<file path="config.mk">
export PLATFORM = sky130hd
export DESIGN_NAME = sfp_sequencer
export DESIGN_NICKNAME = d
export VERILOG_FILES = /design/src/shared/sfp_pkg.sv /design/src/core/sfp_sequencer.sv
export SDC_FILE = /design/constraint.sdc
export NUM_CORES = 1
export LEC_CHECK = 0
export BUFFER_PORTS_ARGS = -buffer_cell sky130_fd_sc_hd__clkbuf_2
export CAP_MARGIN = 10
export CORE_ASPECT_RATIO = 0.75
export CORE_MARGIN = 10
export CORE_UTILIZATION = 45
export DETAILED_ROUTE_END_ITERATION = 10
export RECOVER_POWER = 100
export SKIP_CTS_REPAIR_TIMING = 1
export SLEW_MARGIN = 20
export SYNTH_ARGS = -nofsm -noshare
export SYNTH_HDL_FRONTEND = slang
export SYNTH_SLANG_ARGS = --single-unit
</file>
<file path="constraint.sdc">
create_clock -name pclk -period 7.95 [get_ports pclk]
set_clock_uncertainty 0.1 [all_clocks]
set_input_delay 0.3975 -clock pclk [delete_from_list [all_inputs] [get_ports pclk]]
set_output_delay 0.3975 -clock pclk [all_outputs]
set_load 0.01 [all_outputs]
</file>
<file path="src/shared/sfp_pkg.sv">
// Constants, opcodes, register map and carrier types of the flash sequencer.
package sfp_pkg;

  // Command opcodes.
  localparam logic [7:0] OP_WRITE_ARM     = 8'h06;
  localparam logic [7:0] OP_WRITE_DISARM  = 8'h04;
  localparam logic [7:0] OP_PAGE_PROG     = 8'h02;
  localparam logic [7:0] OP_QUAD_PROG     = 8'h32;
  localparam logic [7:0] OP_SECTOR_ERASE  = 8'h20;
  localparam logic [7:0] OP_HALF_ERASE    = 8'h52;
  localparam logic [7:0] OP_BLOCK_ERASE   = 8'hd8;
  localparam logic [7:0] OP_CHIP_ERASE_A  = 8'hc7;
  localparam logic [7:0] OP_CHIP_ERASE_B  = 8'h60;
  localparam logic [7:0] OP_SUSPEND       = 8'h75;
  localparam logic [7:0] OP_RESUME        = 8'h7a;

  // Serial framing: clocks in the opcode and in opcode plus address.
  localparam logic [5:0] OPCODE_CLOCKS    = 6'h08;
  localparam logic [5:0] HEADER_CLOCKS    = 6'h20;
  localparam logic [8:0] PAGE_BYTES       = 9'h100;

  // Target region masks and protection geometry.
  localparam logic [23:0] PAGE_MASK       = 24'hffff00;
  localparam logic [23:0] SECTOR_MASK     = 24'hfff000;
  localparam logic [23:0] HALF_MASK       = 24'hff8000;
  localparam logic [23:0] BLOCK_MASK      = 24'hff0000;
  localparam logic [24:0] PROT_SMALL_UNIT = 25'h0001000;
  localparam logic [24:0] PROT_LARGE_UNIT = 25'h0010000;
  localparam logic [24:0] ARRAY_TOP       = 25'h1000000;

  // Timing.
  localparam int CLK_PERIOD_NS            = 10;
  localparam int PROGRAM_DURATION_US      = 400;
  localparam int SMALL_ERASE_DURATION_US  = 50000;
  localparam int HALF_ERASE_DURATION_US   = 120000;
  localparam int LARGE_ERASE_DURATION_US  = 150000;
  localparam int WHOLE_ERASE_DURATION_US  = 1000000;
  localparam int SUSPEND_LATENCY_MAX_US   = 20;
  localparam int RESUME_BUSY_MAX_NS       = 200;
  localparam int PROGRAM_CYC     = PROGRAM_DURATION_US * 1000 / CLK_PERIOD_NS;
  localparam int SMALL_ERASE_CYC =
    SMALL_ERASE_DURATION_US * 1000 / CLK_PERIOD_NS;
  localparam int HALF_ERASE_CYC  = HALF_ERASE_DURATION_US * 1000 / CLK_PERIOD_NS;
  localparam int LARGE_ERASE_CYC =
    LARGE_ERASE_DURATION_US * 1000 / CLK_PERIOD_NS;
  localparam int WHOLE_ERASE_CYC =
    WHOLE_ERASE_DURATION_US * 1000 / CLK_PERIOD_NS;
  localparam int SUSPEND_LATENCY_CYC =
    SUSPEND_LATENCY_MAX_US * 1000 / CLK_PERIOD_NS;
  localparam int RESUME_BUSY_CYC = RESUME_BUSY_MAX_NS / CLK_PERIOD_NS;

  // APB register map and fields.
  localparam logic [7:0] ADDR_CTRL        = 8'h00;
  localparam logic [7:0] ADDR_STATUS      = 8'h04;
  localparam logic [7:0] ADDR_LAST_ADDR   = 8'h08;
  localparam logic [7:0] ADDR_LAST_INFO   = 8'h0c;
  localparam logic [5:0] CTRL_RESET       = 6'h00;
  localparam int STATUS_BUSY_BIT          = 0;
  localparam int STATUS_ARM_BIT           = 1;
  localparam int STATUS_SUSP_BIT          = 2;
  localparam int INFO_BYTES_LSB           = 0;
  localparam int INFO_DATA_LSB            = 16;
  localparam int INFO_OPCODE_LSB          = 24;

  typedef struct packed {
    logic       protect_granule_select;
    logic       protect_from_low_end;
    logic [2:0] protect_span;
    logic       four_lane_allow;
  } sfp_ctrl_type;

  typedef struct packed {
    logic [7:0]  opcode;
    logic [23:0] addr;
    logic [8:0]  bytes;
    logic [5:0]  hdr;
    logic [2:0]  dph;
    logic [7:0]  data;
  } sfp_frame_type;

  typedef enum logic [2:0] {
    KIND_NONE, KIND_PROGRAM, KIND_SECTOR, KIND_HALF, KIND_BLOCK, KIND_CHIP
  } sfp_kind_type;

  typedef enum logic [2:0] {
    ST_IDLE = 3'b001,
    ST_RUN  = 3'b010,
    ST_HALT = 3'b100
  } sfp_state_type;

endpackage

</file>
<file path="src/core/sfp_sequencer.sv">
// Program, erase and suspend sequencer of a serial NOR flash, APB status.
//
// How it works
// RULE1: quad program needs four-lane allow and arm
// RULE2: one program takes at most 256 bytes
// RULE3: quad program otherwise equals single-lane program
// RULE4: sector erase 20h needs write-arm latch
// RULE5: block D8h, half block 52h need arm
// RULE6: chip erase C7h/60h, no address, needs arm
// RULE7: select release off byte boundary discards command
// RULE8: busy high through self-timed cycle, status readable
// RULE9: finished cycle clears write-arm latch and busy
// RULE10: refuse protected targets; chip erase if any
// RULE11: suspend only when running, not yet suspended
// RULE12: suspend ignored during chip erase
// RULE13: erase suspended blocks erases and register writes; code blocks erases only, APB ctrl writes still land
// RULE14: program suspended blocks programs and erases
// RULE15: suspended erase still allows other-sector programs
// RULE16: commands on the suspended region are ignored
// RULE17: suspend sets flag at once, busy drops later
// RULE18: host waits before suspending after resume
// RULE19: power loss clears the suspended flag
// RULE20: resume only when suspended and idle
// RULE21: resume clears flag, busy within 200 ns
// RULE22: opcode 06h sets write-arm latch
// RULE23: bits sampled on serial clock rising edge
// RULE24: refused commands change no status bit
//
// The implementer's own choices: the placing of the registers and register access over APB.
`timescale 1ns/1ps

module sfp_sequencer
  import sfp_pkg::*;
#(
  parameter int PROGRAM_CYCLES     = PROGRAM_CYC,
  parameter int SMALL_ERASE_CYCLES = SMALL_ERASE_CYC,
  parameter int HALF_ERASE_CYCLES  = HALF_ERASE_CYC,
  parameter int LARGE_ERASE_CYCLES = LARGE_ERASE_CYC,
  parameter int WHOLE_ERASE_CYCLES = WHOLE_ERASE_CYC
) (
  // Clock and reset.
  input  wire logic        pclk,
  input  wire logic        presetn,
  // APB slave.
  input  wire logic [7:0]  paddr,
  input  wire logic        psel,
  input  wire logic        penable,
  input  wire logic        pwrite,
  input  wire logic [31:0] pwdata,
  output logic [31:0]      prdata,
  output logic             pready,
  output logic             pslverr,
  // Serial flash pins, driven by the host.
  input  wire logic        select_n,
  input  wire logic        serial_clock,
  input  wire logic        lane_zero,
  input  wire logic        lane_one,
  input  wire logic        lane_two,
  input  wire logic        lane_three,
  // Status.
  output logic             busy,
  output logic             write_arm_latch,
  output logic             suspended_flag
);

  localparam int susp_bound   = SUSPEND_LATENCY_CYC + 1;
  localparam int resume_bound = RESUME_BUSY_CYC;

  function automatic sfp_kind_type kind_of(input logic [7:0] op);
    case (op)
      OP_PAGE_PROG, OP_QUAD_PROG:       kind_of = KIND_PROGRAM;
      OP_SECTOR_ERASE:                  kind_of = KIND_SECTOR;
      OP_HALF_ERASE:                    kind_of = KIND_HALF;
      OP_BLOCK_ERASE:                   kind_of = KIND_BLOCK;
      OP_CHIP_ERASE_A, OP_CHIP_ERASE_B: kind_of = KIND_CHIP;
      default:                          kind_of = KIND_NONE;
    endcase
  endfunction

  function automatic logic [23:0] region_mask(input sfp_kind_type k);
    case (k)
      KIND_PROGRAM: region_mask = PAGE_MASK;
      KIND_SECTOR:  region_mask = SECTOR_MASK;
      KIND_HALF:    region_mask = HALF_MASK;
      KIND_BLOCK:   region_mask = BLOCK_MASK;
      default:      region_mask = 24'h000000;
    endcase
  endfunction

  function automatic logic [31:0] duration(input sfp_kind_type k);
    case (k)
      KIND_PROGRAM: duration = 32'(PROGRAM_CYCLES);
      KIND_SECTOR:  duration = 32'(SMALL_ERASE_CYCLES);
      KIND_HALF:    duration = 32'(HALF_ERASE_CYCLES);
      KIND_BLOCK:   duration = 32'(LARGE_ERASE_CYCLES);
      default:      duration = 32'(WHOLE_ERASE_CYCLES);
    endcase
  endfunction

  // A protected span is a power-of-two run of units at one end of the
  // array, so checking the nearer end of an aligned target is enough.
  function automatic logic prot_hit(input sfp_ctrl_type c,
                                    input logic [23:0] lo,
                                    input logic [23:0] hi);
    logic [24:0] unit;
    logic [24:0] span;
    unit = c.protect_granule_select ? PROT_SMALL_UNIT : PROT_LARGE_UNIT;
    span = unit << (c.protect_span - 3'h1);
    if (c.protect_span == 3'h0)
      prot_hit = 1'b0;
    else if (c.protect_from_low_end)
      prot_hit = {1'b0, lo} < span;
    else
      prot_hit = {1'b0, hi} >= (ARRAY_TOP - span);
  endfunction

  // Pin synchronisers; every pin goes through the same two stages so the
  // lanes stay aligned with the clock edge that samples them.
  logic [5:0] pin_meta;
  logic [5:0] pin_sync;
  logic       sclk_q;
  logic       sel_q;

  always_ff @(posedge pclk or negedge presetn) begin
    if (!presetn) begin
      pin_meta <= 6'h01;
      pin_sync <= 6'h01;
      sclk_q   <= 1'b0;
      sel_q    <= 1'b0;
    end else begin
      pin_meta <= {lane_three, lane_two, lane_one, lane_zero,
                   serial_clock, select_n};
      pin_sync <= pin_meta;
      sclk_q   <= pin_sync[1];
      sel_q    <= !pin_sync[0];
    end
  end

  wire       sel_active  = !pin_sync[0];
  wire [3:0] lanes       = pin_sync[5:2];
  wire       frame_start = sel_active && !sel_q;
  wire       frame_end   = !sel_active && sel_q;
  wire       sclk_rise   = sel_active && pin_sync[1] && !sclk_q;

  // Serial frame capture.
  sfp_frame_type frame;
  sfp_frame_type next_frame;
  wire           quad_data = frame.opcode == OP_QUAD_PROG;
  wire           in_header = frame.hdr < HEADER_CLOCKS;

  always_comb begin
    next_frame = frame;
    if (frame_start) begin
      next_frame = '0;
    end else if (sclk_rise) begin
      if (frame.hdr < OPCODE_CLOCKS)
        next_frame.opcode = {frame.opcode[6:0], lanes[0]}; // RULE23
      else if (in_header)
        next_frame.addr = {frame.addr[22:0], lanes[0]};
      if (in_header)
        next_frame.hdr = frame.hdr + 6'h01;
      if (!in_header && quad_data) begin
        next_frame.data = {frame.data[3:0], lanes}; // RULE1 RULE3
        next_frame.dph  = frame.dph + 3'h4;
      end else if (!in_header) begin
        next_frame.data = {frame.data[6:0], lanes[0]};
        next_frame.dph  = frame.dph + 3'h1;
      end
      if (!in_header && next_frame.dph == 3'h0 && frame.bytes != PAGE_BYTES)
        next_frame.bytes = frame.bytes + 9'h001; // RULE2
    end
  end

  always_ff @(posedge pclk or negedge presetn) begin
    if (!presetn)
      frame <= '0;
    else
      frame <= next_frame;
  end

  // Sequencer state and the context of a suspended operation.
  sfp_state_type state;
  sfp_state_type next_state;
  sfp_kind_type  kind;
  sfp_kind_type  next_kind;
  sfp_kind_type  saved_kind;
  sfp_ctrl_type  ctrl;
  logic [23:0]   op_addr;
  logic [23:0]   next_addr;
  logic [23:0]   saved_addr;
  logic [31:0]   timer;
  logic [31:0]   next_timer;
  logic [31:0]   saved_rem;

  wire          idle      = state == ST_IDLE;
  wire [7:0]    op        = frame.opcode;
  wire          new_kind_is_erase = kind_of(op) inside
                                    {KIND_SECTOR, KIND_HALF, KIND_BLOCK};
  sfp_kind_type new_kind;
  assign new_kind = kind_of(op);

  // Select must rise exactly on a byte boundary with the expected length.
  wire no_addr_ok = frame.hdr == OPCODE_CLOCKS; // RULE7
  wire addr_ok    = frame.hdr == HEADER_CLOCKS && frame.bytes == 9'h000
                    && frame.dph == 3'h0; // RULE7
  wire prog_ok    = frame.hdr == HEADER_CLOCKS && frame.bytes != 9'h000
                    && frame.dph == 3'h0; // RULE3 RULE1

  wire [23:0] tgt_mask = region_mask(new_kind);
  wire [23:0] tgt_lo   = frame.addr & tgt_mask;
  wire [23:0] tgt_hi   = tgt_lo | ~tgt_mask;
  wire        tgt_prot = prot_hit(ctrl, tgt_lo, tgt_hi); // RULE10
  wire [23:0] sv_mask  = region_mask(saved_kind);
  wire        same_tgt = suspended_flag
                         && (frame.addr & sv_mask) == (saved_addr & sv_mask);

  wire erase_go = frame_end && idle && addr_ok && new_kind_is_erase
                  && write_arm_latch && !suspended_flag
                  && !tgt_prot; // RULE4 RULE5 RULE13 RULE14
  wire chip_go  = frame_end && idle && no_addr_ok && new_kind == KIND_CHIP
                  && write_arm_latch && !suspended_flag
                  && ctrl.protect_span == 3'h0; // RULE6 RULE10 RULE13
  wire prog_go  = frame_end && idle && prog_ok && new_kind == KIND_PROGRAM
                  && write_arm_latch
                  && (op != OP_QUAD_PROG || ctrl.four_lane_allow) // RULE1
                  && !(suspended_flag && saved_kind == KIND_PROGRAM) // RULE14
                  && !same_tgt // RULE16 RULE15
                  && !tgt_prot; // RULE10 RULE3
  wire start_go = erase_go || chip_go || prog_go;
  wire susp_go  = frame_end && no_addr_ok && op == OP_SUSPEND
                  && !suspended_flag && state == ST_RUN
                  && kind != KIND_CHIP; // RULE11 RULE12
  wire resume_go = frame_end && idle && no_addr_ok && op == OP_RESUME
                   && suspended_flag; // RULE20
  wire arm_go    = frame_end && idle && no_addr_ok && op == OP_WRITE_ARM;
  wire disarm_go = frame_end && idle && no_addr_ok && op == OP_WRITE_DISARM;
  wire done      = state == ST_RUN && timer == 32'h0 && !susp_go;
  wire accepted  = start_go || susp_go || resume_go || arm_go || disarm_go;

  always_comb begin
    next_state = state;
    next_kind  = kind;
    next_addr  = op_addr;
    next_timer = timer;
    case (state)
      ST_IDLE: begin
        if (start_go) begin
          next_state = ST_RUN; // RULE8
          next_kind  = new_kind;
          next_addr  = frame.addr;
          next_timer = duration(new_kind) - 32'h1;
        end else if (resume_go) begin
          next_state = ST_RUN; // RULE21
          next_kind  = saved_kind;
          next_addr  = saved_addr;
          next_timer = saved_rem;
        end
      end
      ST_RUN: begin
        if (susp_go) begin
          next_state = ST_HALT; // RULE17
          next_timer = 32'(SUSPEND_LATENCY_CYC) - 32'h1;
        end else if (timer == 32'h0) begin
          next_state = ST_IDLE; // RULE9
          next_kind  = KIND_NONE;
        end else begin
          next_timer = timer - 32'h1;
        end
      end
      ST_HALT: begin
        if (timer == 32'h0)
          next_state = ST_IDLE; // RULE17
        else
          next_timer = timer - 32'h1;
      end
      default: begin
        next_state = ST_IDLE;
        next_kind  = KIND_NONE;
      end
    endcase
  end

  always_ff @(posedge pclk or negedge presetn) begin
    if (!presetn) begin
      state   <= ST_IDLE;
      kind    <= KIND_NONE;
      op_addr <= 24'h000000;
      timer   <= 32'h0;
    end else begin
      state   <= next_state;
      kind    <= next_kind;
      op_addr <= next_addr;
      timer   <= next_timer;
    end
  end

  // Reset stands for power loss: the suspended context is dropped.
  always_ff @(posedge pclk or negedge presetn) begin
    if (!presetn) begin
      suspended_flag <= 1'b0; // RULE19
      saved_kind     <= KIND_NONE;
      saved_addr     <= 24'h000000;
      saved_rem      <= 32'h0;
    end else if (susp_go) begin
      suspended_flag <= 1'b1; // RULE17
      saved_kind     <= kind;
      saved_addr     <= op_addr;
      saved_rem      <= timer;
    end else if (resume_go) begin
      suspended_flag <= 1'b0; // RULE21
    end
  end

  // Arming ahead of the clear so a set in the same cycle would win.
  always_ff @(posedge pclk or negedge presetn) begin
    if (!presetn)
      write_arm_latch <= 1'b0;
    else if (arm_go)
      write_arm_latch <= 1'b1; // RULE22
    else if (done || disarm_go)
      write_arm_latch <= 1'b0; // RULE9 RULE3
  end

  assign busy = state != ST_IDLE; // RULE8

  // Record of the last command frame; refused frames only log here.
  logic [23:0] last_addr;
  logic [8:0]  last_bytes;
  logic [7:0]  last_data;
  logic [7:0]  last_opcode;
  logic        last_ok;

  always_ff @(posedge pclk or negedge presetn) begin
    if (!presetn) begin
      last_addr   <= 24'h000000;
      last_bytes  <= 9'h000;
      last_data   <= 8'h00;
      last_opcode <= 8'h00;
      last_ok     <= 1'b0;
    end else if (frame_end) begin
      last_opcode <= op;
      last_ok     <= accepted; // RULE24
      if (start_go)
        last_addr <= frame.addr;
      if (prog_go) begin
        last_bytes <= frame.bytes; // RULE2
        last_data  <= frame.data;
      end
    end
  end

  // APB slave: zero wait states, read data latched in the setup phase.
  wire        apb_setup = psel && !penable;
  wire        apb_write = psel && penable && pwrite;
  wire        hit_ctrl  = paddr == ADDR_CTRL;
  wire        hit_any   = hit_ctrl || paddr == ADDR_STATUS
                          || paddr == ADDR_LAST_ADDR
                          || paddr == ADDR_LAST_INFO;
  logic [31:0] rd_value;

  always_comb begin
    rd_value = 32'h0;
    case (paddr)
      ADDR_CTRL:      rd_value[5:0] = ctrl;
      ADDR_STATUS: begin
        rd_value[STATUS_BUSY_BIT] = busy; // RULE8
        rd_value[STATUS_ARM_BIT]  = write_arm_latch;
        rd_value[STATUS_SUSP_BIT] = suspended_flag;
      end
      ADDR_LAST_ADDR: rd_value[23:0] = last_addr;
      ADDR_LAST_INFO: begin
        rd_value[INFO_BYTES_LSB +: 9]  = last_bytes;
        rd_value[INFO_BYTES_LSB + 15]  = last_ok;
        rd_value[INFO_DATA_LSB +: 8]   = last_data;
        rd_value[INFO_OPCODE_LSB +: 8] = last_opcode;
      end
      default:        rd_value = 32'h0;
    endcase
  end

  always_ff @(posedge pclk or negedge presetn) begin
    if (!presetn) begin
      prdata <= 32'h0;
      ctrl   <= CTRL_RESET;
    end else begin
      if (apb_setup)
        prdata <= rd_value;
      if (apb_write && hit_ctrl)
        ctrl <= pwdata[5:0];
    end
  end

  assign pready  = 1'b1;
  assign pslverr = psel && penable && !hit_any;

  // The latency is far longer than a delay range may span, so a counter
  // tracks how long busy has stood since the accepted suspend.
  logic [11:0] halt_cnt;

  always_ff @(posedge pclk or negedge presetn) begin
    if (!presetn)
      halt_cnt <= 12'h000;
    else if (susp_go)
      halt_cnt <= 12'h001;
    else if (halt_cnt != 12'h000 && busy)
      halt_cnt <= halt_cnt + 12'h001;
    else
      halt_cnt <= 12'h000;
  end
endmodule

</file>
==> results_dict.tcl <==
set metrics [dict create \
    cellPowerDensity_mw_per_mm2 192 \
    clockRootBuffer "sky130_fd_sc_hd__clkbuf_16" \
    relative_area_change_from_synthesis_to_final_layout_pct 11.2 \
    postSynthRegisterBits 259 \
    synth_xor_area_frac 0.0251 \
    synth_warnings 0 \
    dominantRegCellSynth "sky130_fd_sc_hd__dfrtp_1" \
    postLayoutSetupSlackWorst_ns 1.23 \
    detailedPlace.worstSlack_ns 1.90 \
    syn-mean-instance-area_um2 9.72 \
    insertedDiodeCount 0 \
    synthesis.nets 1415 \
    htree_num_levels 1 \
    ys_async_sr_fraction 1.00 \
    fmax_mhz 149 \
    grt_antenna_before_repair 0 \
    run_status "finished, violations left" \
    reg2regPathDepth 21 \
    postPlaceCellArea_mm2 0.0135 \
    min_path_cells 2 \
    hold_end "ctrl[3]" \
    synth.area.mux_share 0.0846 \
    post_route_cells_drive_above_1_share 0.113 \
    maxCapViolations 6 \
    synth.yosys.seq_area_share 0.502 \
    first_iter_violations 934 \
    total_leakage_power_uw 0.00650 \
    timing.critical_path.to_type "flop" \
    num-nets-final 1453 \
    hold_path_class "in -> reg" \
    syn_inst 1329 \
    synth_compound_gate_area_share 0.115 \
    tightestPinTransition_ns 3.66 \
    clk_transition_reported_paths_ns 0.06 \
    gp_congestion 0.844 \
    edff_count_synth 0 \
    path_class "reg -> reg" \
    synth.distinct_cells 73 \
    cp.required_ns 8.30 \
    postRouteWirelength_um 33600 \
    io_buffer_count 60 \
    max_slew_margin -1.44 \
    grt_max_degree 152 \
    routed-via-count 10000 \
    first_global_vias 9495 \
    routed_via_density 5.67 \
    crit_arrival_ns 7.08 \
    cts-buffers-inserted 27 \
    hold_viol_final 0 \
    io_pins 88 \
    ctsLongestPathBuffers 3 \
    die-width_um 216 \
    floorplan.initialDensity 0.459 \
    grt_setup_unrepaired "no" \
    post_synthesis_share_of_cell_area_spent_on_and_or_nand_and_nor_gates 0.206 \
    finalCritPeriodShare 0.846 \
    terminus_of_the_critical_flop_to_flop_path "timer[14]" \
    period_minus_slack_ns 6.72 \
    clock_latency_ns 0.55 \
    floorplan.rows 53 \
    finalInstanceArea_mm2 0.0144 \
    ant_nets 0 \
    die_area_mm2 0.0359 \
    track_usage 0.183 \
    die_height_um 167 \
    synth_area_mm2 0.0129 \
    startpoint_type "flop" \
    finalHoldWorstSlack_ns 0.00213 \
    overflow 0 \
    tritoncts "built" \
    worst_r2r_startpoint "ctrl[1]" \
    min_from "pwdata[3]" \
    cts_sinks 259 \
    final.setup.tns_ns 0 \
    area_share_of_fa_ha_maj_cells_after_synthesis 0.0339 \
    routed_wl_per_cell_um 19.0 \
    fill_cells 2692 \
    final_max_slew_viol_count 287 \
    timing.critical_path.fanout_max 23 \
    violations "capacitance limit, slew limit" \
    reg2reg_slack_ns 1.23 \
    drt-pass1-iter-count 5 \
    detail_route.drc_violations 0 \
    hpwlAfterDp_um 23300 \
    core_area_mm2 0.0281 \
    timing.final.setup_violations 0 \
    worst_ir_drop_vdd_mv 0.131 \
    dominant_combinational_cell_family_by_area_after_synthesis "simple AND/OR/NAND/NOR gates" \
    grt_pass1_wl_um 54300 \
]
==> synthesized netlist by cell type, types with 10 or more instances <==
cell type                  instances  area, um2
sky130_fd_sc_hd__nand2_1         268       1010
sky130_fd_sc_hd__dfrtp_1         256       6410
sky130_fd_sc_hd__mux2_2           79        890
sky130_fd_sc_hd__nor2_1           76        285
sky130_fd_sc_hd__o21ai_0          73        365
sky130_fd_sc_hd__nand3_1          70        350
sky130_fd_sc_hd__clkbuf_1         44        165
sky130_fd_sc_hd__a21oi_1          37        185
sky130_fd_sc_hd__ha_1             35        438
sky130_fd_sc_hd__nor3_1           26        130
sky130_fd_sc_hd__inv_1            24       90.1
sky130_fd_sc_hd__nand2b_1         24        150
sky130_fd_sc_hd__xor2_1           21        184
sky130_fd_sc_hd__o21ai_1          19       95.1
sky130_fd_sc_hd__and2_1           18        113
sky130_fd_sc_hd__buf_2            18       90.1
sky130_fd_sc_hd__mux2i_1          18        180
sky130_fd_sc_hd__xnor2_1          16        140
sky130_fd_sc_hd__a31oi_1          15       93.8
sky130_fd_sc_hd__a22oi_1          14        105
sky130_fd_sc_hd__nand4_1          13       81.3
sky130_fd_sc_hd__nor4_1           12       75.1
sky130_fd_sc_hd__a21o_1           11       82.6
sky130_fd_sc_hd__nor2b_1          10       62.6
==> area by class of cell <==
class / instances / area [um2] / area share
multi-input cells: 973 / 6020 / 0.419
repair buffers: 82 / 430 / 0.0300
flip-flops and latches: 259 / 6480 / 0.452
inverters: 24 / 90.1 / 0.00628
well taps: 385 / 482 / 0.0336
clock buffers: 45 / 803 / 0.0560
clock inverters: 3 / 43.8 / 0.00305
==> per-layer routing <==
layer  up-vias  wire, um  global-route usage
met5         -         0                   0
met4         0       560              0.0373
met3        43      1550              0.0241
met2       227     13600               0.247
met1      5008     17900               0.299
li1       4767         -                   -
==> through the flow <==
step | instances | utilization | total power [uW]
3_3_place_gp | 1713 | 0.481 | 1550
3_5_place_dp | 1713 | 0.481 | 1560
2_1_floorplan | 1329 | - | 1480
6_report | 1771 | 0.511 | 2750
5_1_grt | 1771 | 0.511 | 2860
4_1_cts | 1761 | 0.511 | 2780
==> sequential cells by signal (all words and copies together), names as in the netlist, 3 cells and up <==
| name | count |
|---|---|
| frame | 50 |
| prdata | 32 |
| saved_rem | 32 |
| timer | 32 |
| last_addr | 24 |
| op_addr | 12 |
| saved_addr | 12 |
| last_bytes | 9 |
| last_data | 8 |
| last_opcode | 8 |
| op | 8 |
| ctrl | 6 |
| pin_meta | 6 |
| pin_sync | 6 |
| kind | 3 |
| saved_kind | 3 |
| state | 3 |
==> cells in the final DEF, fill, tap and decap left out, drive strengths merged, types with 28 or more instances in the layout <==
cell,netlist,routed
mux2,79,79
ha,35,35
nor3,28,28
clkbuf,44,111
a21oi,37,37
nand2,269,269
dfrtp,256,256
nand3,70,70
o21ai,92,92
nor2,76,76
==> kinds of logic after synthesis <==
kind of cell             after synthesis
AND/OR/NAND/NOR                      567
buffers and inverters                 97
flip-flops                           259
XOR/XNOR                              37
AO/OA/AOI/OAI                        234
adder cells (fa/ha/maj)               35
other                                  2
multiplexers                          98
==> critical path: stages, from the launching register on <==
cell,delay (ns)
sky130_fd_sc_hd__dfrtp_1,0.63
sky130_fd_sc_hd__inv_1,0.22
sky130_fd_sc_hd__ha_1,0.26
sky130_fd_sc_hd__xnor2_1,0.32
sky130_fd_sc_hd__and2_0,0.44
sky130_fd_sc_hd__nand3_1,0.21
sky130_fd_sc_hd__ha_1,0.35
sky130_fd_sc_hd__inv_1,0.12
sky130_fd_sc_hd__nor2_1,0.06
sky130_fd_sc_hd__a22oi_1,0.20
sky130_fd_sc_hd__o22ai_1,0.10
sky130_fd_sc_hd__ha_1,0.31
sky130_fd_sc_hd__nand4_1,0.09
sky130_fd_sc_hd__a21oi_1,0.14
sky130_fd_sc_hd__o41ai_1,0.12
sky130_fd_sc_hd__a41oi_1,0.43
sky130_fd_sc_hd__o21ai_0,0.29
sky130_fd_sc_hd__a31oi_4,0.57
sky130_fd_sc_hd__clkbuf_1,1.07
sky130_fd_sc_hd__mux2i_1,0.32
sky130_fd_sc_hd__o21ai_0,0.10
sky130_fd_sc_hd__a21oi_1,0.17
==> report_power, final <==
part / leakage (uW) / switching [uW] / internal (uW)
clock network: 0.000413 / 504 / 715
logic: 0.00266 / 111 / 53.9
registers: 0.00343 / 28.1 / 1340
total: 0.00650 / 643 / 2110
==> worst max path at each step <==
stage,from,slack (ns),endpoint,depth (start not counted)
floorplan,ctrl[1],3.30,last_bytes[2],18
global placement,ctrl[1],2.03,timer[2],18
detailed placement,ctrl[1],1.90,timer[19],18
CTS,ctrl[1],1.88,timer[19],18
global route,ctrl[1],0.68,timer[14],19
finish,ctrl[1],1.23,timer[14],21
Power figures use the tool's default switching activity.
